--- config.mk ---
export PLATFORM = sky130hd
export DESIGN_NAME = dpwc_top
export DESIGN_NICKNAME = d
export VERILOG_FILES = /design/src/rtl/dpwc_pkg.sv /design/src/rtl/dpwc_zc_gate.sv /design/src/rtl/dpwc_top.sv
export VERILOG_INCLUDE_DIRS = /design/src /design/src/rtl
export SDC_FILE = /design/constraint.sdc
export NUM_CORES = 1
export LEC_CHECK = 0
export ABC_AREA = 1
export BUFFER_PORTS_ARGS = -buffer_cell sky130_fd_sc_hd__buf_2
export CAP_MARGIN = 20
export CORE_MARGIN = 8
export CORE_UTILIZATION = 53
export DETAILED_ROUTE_END_ITERATION = 10
export PLACE_DENSITY = 0.88
export SKIP_CTS_REPAIR_TIMING = 1
export SYNTH_ARGS = -nofsm -noshare
export SYNTH_HDL_FRONTEND = slang
export SYNTH_HIERARCHICAL = 1
export SYNTH_SLANG_ARGS = --single-unit
export TNS_END_PERCENT = 50
--- constraint.sdc ---
create_clock -name clk_in -period 2.48 [get_ports clk_in]
set_input_delay 0.124 -clock clk_in [delete_from_list [all_inputs] [get_ports clk_in]]
set_output_delay 0.124 -clock clk_in [all_outputs]
set_load 0.02 [all_outputs]
--- src/rtl/dpwc_regs.svh ---
// field positions, reset values and timing constants of the wiper control
`ifndef DPWC_REGS_SVH
`define DPWC_REGS_SVH
// command byte fields
`define DPWC_SEL_HI     7
`define DPWC_SEL_LO     6
`define DPWC_TAP_HI     5
`define DPWC_SEL_CH0    2'h0
`define DPWC_SEL_CH1    2'h1
`define DPWC_SEL_CFG    2'h2
// configuration register bits and fixed upper bits of readback bytes
`define DPWC_CFG_TAPER  0
`define DPWC_CFG_ZC     1
`define DPWC_CFG_VOL    2
`define DPWC_CFG_RESET  3'h6
`define DPWC_CFG_TAG    5'h10
`define DPWC_WIPER_TAG  2'h0
// tap codes and attenuation in dB
`define DPWC_MUTE_OPT1  6'h3F
`define DPWC_MUTE_OPT2  6'h21
`define DPWC_OPT2_SEG1  6'h0C
`define DPWC_OPT2_SEG2  6'h18
`define DPWC_ATT_SEG2   7'h0C
`define DPWC_ATT_SEG3   7'h24
`define DPWC_ATT_STEP2  7'h02
`define DPWC_ATT_STEP3  7'h03
`define DPWC_ATT_MUTE   7'h5A
// gating window: milliseconds times kHz gives clock cycles
`define DPWC_WINDOW_MS  50
`define DPWC_CLK_KHZ    100000
`define DPWC_WINDOW_CYC (`DPWC_WINDOW_MS * `DPWC_CLK_KHZ)
`define DPWC_CNT_W      23
`define DPWC_TERM_W     8
`endif

--- src/rtl/dpwc_pkg.sv ---
// shared types and taper arithmetic of the wiper control
`include "dpwc_regs.svh"
`default_nettype none
package dpwc_pkg;
    typedef logic [5:0]              dpwc_tap_t;
    typedef logic [6:0]              dpwc_db_t;
    typedef logic [`DPWC_TERM_W-1:0] dpwc_term_t;
    typedef logic [`DPWC_CNT_W-1:0]  dpwc_cnt_t;
    typedef enum logic {GATE_IDLE, GATE_WAIT} dpwc_gate_state_t;
    typedef enum logic [1:0] {NV_IDLE, NV_ARMED, NV_HOLD} dpwc_nv_state_t;

    typedef struct packed {
        dpwc_gate_state_t state;
        dpwc_tap_t        pending;
        dpwc_tap_t        applied;
        dpwc_cnt_t        count;
    } dpwc_gate_st_t;

    typedef struct packed {
        logic [2:0]     cfg;
        dpwc_tap_t      code0;
        dpwc_tap_t      code1;
        dpwc_nv_state_t nv;
        logic           nv_start;
        dpwc_db_t       att0;
        dpwc_db_t       att1;
    } dpwc_top_st_t;

    // legal tap range depends on the selected taper
    function automatic logic dpwc_code_ok(input dpwc_tap_t code, input logic taper);
        dpwc_code_ok = taper ? (code <= `DPWC_MUTE_OPT2) : 1'b1;
    endfunction

    // tap code to attenuation; one taper bit serves both channels
    function automatic dpwc_db_t dpwc_atten(input dpwc_tap_t code, input logic taper);
        dpwc_db_t c;
        c = {1'b0, code};
        if (!taper) begin
            dpwc_atten = (code == `DPWC_MUTE_OPT1) ? `DPWC_ATT_MUTE : c;
        end else if (code >= `DPWC_MUTE_OPT2) begin
            dpwc_atten = `DPWC_ATT_MUTE;
        end else if (code > `DPWC_OPT2_SEG2) begin
            dpwc_atten = `DPWC_ATT_SEG3 + `DPWC_ATT_STEP3 * (c - {1'b0, `DPWC_OPT2_SEG2});
        end else if (code > `DPWC_OPT2_SEG1) begin
            dpwc_atten = `DPWC_ATT_SEG2 + `DPWC_ATT_STEP2 * (c - {1'b0, `DPWC_OPT2_SEG1});
        end else begin
            dpwc_atten = c;
        end
    endfunction
endpackage
`default_nettype wire

--- src/rtl/dpwc_zc_gate.sv ---
// one channel's pending tap code, zero-crossing wait and window timeout
`include "dpwc_regs.svh"
`default_nettype none
module dpwc_zc_gate #(
    parameter int unsigned WINDOW_CYCLES = `DPWC_WINDOW_CYC
) (
    input  wire logic                 clk_in,
    input  wire logic                 resetn_in,
    input  wire logic                 load_in,
    input  wire dpwc_pkg::dpwc_tap_t  code_in,
    input  wire logic                 zc_enable_in,
    input  wire dpwc_pkg::dpwc_term_t upper_in,
    input  wire dpwc_pkg::dpwc_term_t lower_in,
    output var  dpwc_pkg::dpwc_tap_t  applied_out,
    output logic                      busy_out
);
    import dpwc_pkg::*;

    localparam dpwc_cnt_t LAST = dpwc_cnt_t'(WINDOW_CYCLES - 1);

    dpwc_gate_st_t st;
    dpwc_gate_st_t next_st;
    logic          zero_cross;

    // terminals equal means no signal across the element
    assign zero_cross = (upper_in == lower_in);

    // a fresh load restarts the window, so the newest code always wins
    always_comb begin
        next_st = st;
        unique case (st.state)
            GATE_IDLE: next_st.count = '0;
            GATE_WAIT: begin
                next_st.count = st.count + 1'b1;
                if (zero_cross || st.count == LAST) begin
                    next_st.applied = st.pending;
                    next_st.state   = GATE_IDLE;
                end
            end
        endcase
        if (load_in) begin
            next_st.count = '0;
            if (zc_enable_in) begin
                next_st.pending = code_in;
                next_st.state   = GATE_WAIT;
            end else begin
                next_st.applied = code_in;
                next_st.state   = GATE_IDLE;
            end
        end
    end

    // wipers come up at mute
    always_ff @(posedge clk_in or negedge resetn_in) begin
        if (!resetn_in) begin
            st <= '{GATE_IDLE, `DPWC_MUTE_OPT1, `DPWC_MUTE_OPT1, '0};
        end else begin
            st <= next_st;
        end
    end

    assign applied_out = st.applied;
    assign busy_out    = (st.state == GATE_WAIT);
endmodule // dpwc_zc_gate
`default_nettype wire

--- src/rtl/dpwc_top.sv ---
// command decode, configuration and taper control of the dual attenuator
`include "dpwc_regs.svh"
`default_nettype none
module dpwc_top #(
    parameter int unsigned WINDOW_CYCLES = `DPWC_WINDOW_CYC
) (
    input  wire logic                 clk_in,
    input  wire logic                 resetn_in,
    input  wire logic                 cmd_valid_in,
    input  wire logic [7:0]           cmd_byte_in,
    input  wire logic                 stop_in,
    input  wire dpwc_pkg::dpwc_term_t chan0_upper_terminal_in,
    input  wire dpwc_pkg::dpwc_term_t chan0_lower_terminal_in,
    input  wire dpwc_pkg::dpwc_term_t chan1_upper_terminal_in,
    input  wire dpwc_pkg::dpwc_term_t chan1_lower_terminal_in,
    output var  dpwc_pkg::dpwc_tap_t  wiper0_code_out,
    output var  dpwc_pkg::dpwc_tap_t  wiper1_code_out,
    output var  dpwc_pkg::dpwc_db_t   atten0_db_out,
    output var  dpwc_pkg::dpwc_db_t   atten1_db_out,
    output logic [7:0]                wiper0_reg_out,
    output logic [7:0]                wiper1_reg_out,
    output logic [7:0]                config_reg_out,
    output logic                      storage_mode_select_out,
    output logic                      zc_enable_out,
    output logic                      taper_select_out,
    output logic                      nv_write_start_out
);
    import dpwc_pkg::*;

    // ********************************
    // state and decode signals
    // ********************************
    dpwc_top_st_t st;
    dpwc_top_st_t next_st;

    logic [1:0]   sel;
    dpwc_tap_t    tap;
    logic         taper;
    logic         zc_on;
    logic         tap_ok;
    logic         load0;
    logic         load1;
    logic         cfg_wr;
    logic         accepted;
    logic         busy0;
    logic         busy1;
    logic         any_busy;

    // ********************************
    // command byte decode
    // ********************************

    // split the command byte into selector and tap code
    assign sel = cmd_byte_in[`DPWC_SEL_HI:`DPWC_SEL_LO];
    assign tap = cmd_byte_in[`DPWC_TAP_HI:0];

    // the live configuration steers the range check and the gating
    assign taper = st.cfg[`DPWC_CFG_TAPER];
    assign zc_on = st.cfg[`DPWC_CFG_ZC];

    // out-of-range codes are dropped rather than clamped
    assign tap_ok = dpwc_code_ok(tap, taper);

    // selector patterns; 11 matches nothing and is ignored
    assign load0    = cmd_valid_in && (sel == `DPWC_SEL_CH0) && tap_ok;
    assign load1    = cmd_valid_in && (sel == `DPWC_SEL_CH1) && tap_ok;
    assign cfg_wr   = cmd_valid_in && (sel == `DPWC_SEL_CFG);
    assign accepted = load0 || load1 || cfg_wr;
    assign any_busy = busy0 || busy1;

    // ********************************
    // per-channel gating
    // ********************************

    // the two channels wait for their own crossings independently
    dpwc_zc_gate #(
        .WINDOW_CYCLES (WINDOW_CYCLES)
    ) u_gate0 (
        .clk_in       (clk_in),
        .resetn_in    (resetn_in),
        .load_in      (load0),
        .code_in      (tap),
        .zc_enable_in (zc_on),
        .upper_in     (chan0_upper_terminal_in),
        .lower_in     (chan0_lower_terminal_in),
        .applied_out  (wiper0_code_out),
        .busy_out     (busy0)
    );

    dpwc_zc_gate #(
        .WINDOW_CYCLES (WINDOW_CYCLES)
    ) u_gate1 (
        .clk_in       (clk_in),
        .resetn_in    (resetn_in),
        .load_in      (load1),
        .code_in      (tap),
        .zc_enable_in (zc_on),
        .upper_in     (chan1_upper_terminal_in),
        .lower_in     (chan1_lower_terminal_in),
        .applied_out  (wiper1_code_out),
        .busy_out     (busy1)
    );

    // ********************************
    // next-state logic
    // ********************************

    // registers, attenuation readout and the store sequencer
    always_comb begin
        next_st          = st;
        next_st.nv_start = 1'b0;

        // stored codes are the readback value, not the applied one
        if (load0) begin
            next_st.code0 = tap;
        end
        if (load1) begin
            next_st.code1 = tap;
        end

        // only the three low bits carry function
        if (cfg_wr) begin
            next_st.cfg = cmd_byte_in[`DPWC_CFG_VOL:0];
        end

        // one taper bit maps both channels, so they never disagree
        next_st.att0 = dpwc_atten(wiper0_code_out, taper);
        next_st.att1 = dpwc_atten(wiper1_code_out, taper);

        // store waits for stop, then, if gating is on at the stop, for any wiper still pending
        unique case (st.nv)
            NV_IDLE: begin
                if (accepted) begin
                    next_st.nv = NV_ARMED;
                end
            end
            NV_ARMED: begin
                if (stop_in) begin
                    if (st.cfg[`DPWC_CFG_VOL]) begin
                        next_st.nv = NV_IDLE;
                    end else if (zc_on && any_busy) begin
                        next_st.nv = NV_HOLD;
                    end else begin
                        next_st.nv       = NV_IDLE;
                        next_st.nv_start = 1'b1;
                    end
                end
            end
            NV_HOLD: begin
                if (accepted) begin
                    next_st.nv = NV_ARMED; // a new write needs its own stop
                end else if (!any_busy) begin
                    next_st.nv       = NV_IDLE;
                    next_st.nv_start = 1'b1;
                end
            end
            default: next_st.nv = NV_IDLE;
        endcase
    end

    // ********************************
    // state register
    // ********************************

    // comes up volatile, gated, fine taper, both wipers at mute
    always_ff @(posedge clk_in or negedge resetn_in) begin
        if (!resetn_in) begin
            st <= '{`DPWC_CFG_RESET, `DPWC_MUTE_OPT1, `DPWC_MUTE_OPT1,
                    NV_IDLE, 1'b0, `DPWC_ATT_MUTE, `DPWC_ATT_MUTE};
        end else begin
            st <= next_st;
        end
    end

    // ********************************
    // outputs
    // ********************************

    // readback bytes carry fixed upper bits above the data: 00 on both wipers, 10000 on config
    assign wiper0_reg_out          = {`DPWC_WIPER_TAG, st.code0};
    assign wiper1_reg_out          = {`DPWC_WIPER_TAG, st.code1};
    assign config_reg_out          = {`DPWC_CFG_TAG, st.cfg};
    assign storage_mode_select_out = st.cfg[`DPWC_CFG_VOL];
    assign zc_enable_out           = st.cfg[`DPWC_CFG_ZC];
    assign taper_select_out        = st.cfg[`DPWC_CFG_TAPER];
    assign nv_write_start_out      = st.nv_start;
    assign atten0_db_out           = st.att0;
    assign atten1_db_out           = st.att1;
endmodule // dpwc_top
`default_nettype wire

==> results.json <==
{
  "areaGrowthSynthToFinish_pct": 9.87,
  "p_seq_frac": 0.336,
  "cts.clk_slew.worst_paths_ns": 0.07,
  "yosys.area.top_type": "dfrtp_1",
  "cap_violations": 0,
  "layout_setup_ws_ns": 0.182,
  "numCtsBuffers": 9,
  "synth_ff_type": "dfrtp_1",
  "r2r_end": "atten0_db_out[4]",
  "cts_tree": "built",
  "via_per_inst": 5.07,
  "fin_nets": 1119,
  "clockRootBuffer": "clkbuf_16",
  "finalClockSkew_ns": 0.00763,
  "drc_errors": 0,
  "p_leak_nw": 4.01,
  "core-area_mm2": 0.0132,
  "synth-seq-cells": 104,
  "synthDistinctLibCells": 42,
  "die_w_um": 132,
  "synth.avg_cell_area_um2": 7.42,
  "timing.fmax_mhz": 435,
  "worst_setup_path_end_kind": "flip-flop",
  "port_buffers": 88,
  "finalSetupTns_ns": 0,
  "rsz0062_at_grt": "no",
  "row_count": 42,
  "clock_sinks": 104,
  "switching_share": 0.409,
  "firstDrtPassIters": 5,
  "holdPathStages": 3,
  "pin_count": 98,
  "die-height_um": 132,
  "antenna_cells": 0,
  "clockPowerShare": 0.208,
  "setup_viol": 0,
  "first_iter_violations": 446,
  "crit_fanout": 6,
  "hp-start": "cmd_byte_in[1]",
  "arrival_ns": 2.58,
  "grt_overflow_total": 0,
  "start_kind": "flip-flop",
  "final_hold_viol_count": 0,
  "synth_edf_count": 0,
  "hold_class": "in -> reg",
  "async_flop_share": 1.00,
  "regToRegSetupSlack_ns": 0.18,
  "placed_area_mm2": 0.00753,
  "status": "completed",
  "start_util": 0.542,
  "power.total_mw": 7.19,
  "period_minus_slack_ns": 2.30,
  "cts-htree-levels": 3,
  "ys_warn_count": 6,
  "place_congestion": 0.922,
  "dp_slack_ns": 0.162,
  "p_int_mw": 4.25,
  "syn-cell-area_mm2": 0.00717,
  "path_class": "reg -> reg",
  "grt_max_degree": 51,
  "clockBufferDepth": 2,
  "grt_pass1_vias": 5900,
  "synth_top_area_frac": 0.202,
  "slew_headroom": 0.575,
  "synth_seq_area_share": 0.371,
  "insertion_delay_ns": 0.36,
  "num_vias": 6131,
  "r2r_cells": 10,
  "slew_viol_final": 0,
  "crit_required_ns": 2.76,
  "reg2reg_from": "u_gate0/applied_out[1]",
  "finalWirelength_mm": 15.7,
  "synth_area_leaders": "dfrtp_1, dfstp_2, nand2_1, ha_1, inv_1",
  "tightest_slew_ns": 0.638,
  "ir_drop_v": 0.000431,
  "postLayoutCellArea_mm2": 0.00788,
  "antenna_found_initial": 0,
  "p_switching_mw": 2.94,
  "dp_hpwl_mm": 12.0,
  "dp.cells": 1191,
  "wire_per_inst_um": 13.0,
  "grt_use_total": 0.181,
  "pwr-share-comb": 0.456,
  "drive_above_1_share": 0.223,
  "powerDensity_mw_per_mm2": 912,
  "syn_inst": 966,
  "grt_pass1_wl_mm": 26.8,
  "period_share": 0.927,
  "instances_no_fill": 1210,
  "dieArea_mm2": 0.0175,
  "min_to": "u_gate0/applied_out[1]",
  "postRouteAntennaNets": 0
}
==> metrics by stage <==
stage                      util  hold slack, ns
after floorplan               -          -0.172
after global placement    0.568           0.193
after detailed placement  0.568           0.202
after CTS                 0.592          -0.183
after global routing      0.595          0.0232
final                     0.595          0.0311
==> sequential cells by signal, summed over array words and instances (netlist names) <==
signal               flops
st                       2
atten1_db_out            7
atten0_db_out            7
u_gate1/busy_out         1
u_gate0/busy_out         1
u_gate1/applied_out      6
u_gate1/st              29
nv_write_start_out       1
wiper1_reg_out           6
config_reg_out           3
u_gate0/applied_out      6
wiper0_reg_out           6
u_gate0/st              29
==> critical path, cell delays in order (launching register included) <==
cell and delay (ns):
dfstp_2 0.59, inv_2 0.08, ha_1 0.31, inv_1 0.06
ha_1 0.15, inv_1 0.05, fa_1 0.41, or2_2 0.31
nand2_1 0.06, a21oi_1 0.06, a22oi_1 0.15
==> worst max-delay path by stage <==
| stage | startpoint | endpoint | slack [ns] | cells past startpoint |
|---|---|---|---|---|
| 2_1_floorplan | u_gate1/applied_out[3] | atten1_db_out[6] | 0.13 | 15 |
| 3_3_place_gp | u_gate0/applied_out[1] | atten0_db_out[4] | 0.23 | 10 |
| 3_5_place_dp | u_gate0/applied_out[1] | atten0_db_out[4] | 0.16 | 10 |
| 4_1_cts | u_gate0/applied_out[1] | atten0_db_out[4] | 0.15 | 10 |
| 5_1_grt | u_gate1/applied_out[1] | atten1_db_out[6] | 0.004 | 13 |
| 6_report | u_gate0/applied_out[1] | atten0_db_out[4] | 0.18 | 10 |
==> power by group through the flow <==
stage          registers [mW]  clock network (mW)  logic, mW
2_1_floorplan            2.35                   0       2.71
3_3_place_gp             2.43                   0       3.10
3_5_place_dp             2.45                   0       3.18
4_1_cts                  2.42                1.52       3.21
5_1_grt                  2.46                1.60       3.72
6_report                 2.42                1.50       3.28
==> layout make-up <==
cell class,count,area (µm²)
Inverter,140,526
Clock buffer,11,253
Tap cell,176,220
Timing Repair Buffer,105,586
Fill cell,1179,5360
Sequential cell,104,2660
Multi-Input combinational cell,669,3570
Clock inverter,5,62.6
==> placed cells by master, fill, tap and decap left out, drive strengths merged <==
cell and count:
nand2 262, inv 140, nor2 130, buf 104, nand3 73, dfrtp 58
a21oi 53, dfstp 46, ha 44, o21ai 43, xnor2 12, nand4 11
clkbuf 11, conb 9, xor2 4, nor3 4, clkinv 4, o21a 3
a22oi 3, a211oi 3, nand3b 2, a31oi 2, o211ai 2, nor3b 2
fa 2, a2bb2oi 2, o22ai 1, a21boi 1, or2 1, bufinv 1
dlygate4sd3 1
==> logic make-up after synthesis <==
logic type	Yosys count	share of synthesized area
other	2	0.00105
buffers and inverters	200	0.136
adder cells (fa/ha/maj)	46	0.0823
XOR/XNOR	16	0.0195
AO/OA/AOI/OAI	113	0.0867
AND/OR/NAND/NOR	485	0.303
flip-flops	104	0.371
==> Yosys cell counts (all sizes together), types with 3 or more instances <==
cell type / n
dfrtp: 58
xnor2: 12
ha: 44
a211oi: 3
nor2: 130
inv: 138
o21ai: 43
xor2: 4
nor3: 4
buf: 56
nand3: 73
a21oi: 53
o21a: 3
clkbuf: 4
nand2: 262
a22oi: 3
nand4: 11
dfstp: 46
==> metal layers <==
metal / up-vias / GRT usage / wire length [µm]
met5: - / 0 / 0
li1: 3093 / - / -
met3: 28 / 0.0549 / 1010
met4: 0 / 0.0580 / 269
met1: 2820 / 0.216 / 6740
met2: 190 / 0.306 / 7700
No activity file was read; power rests on OpenSTA's default activity.
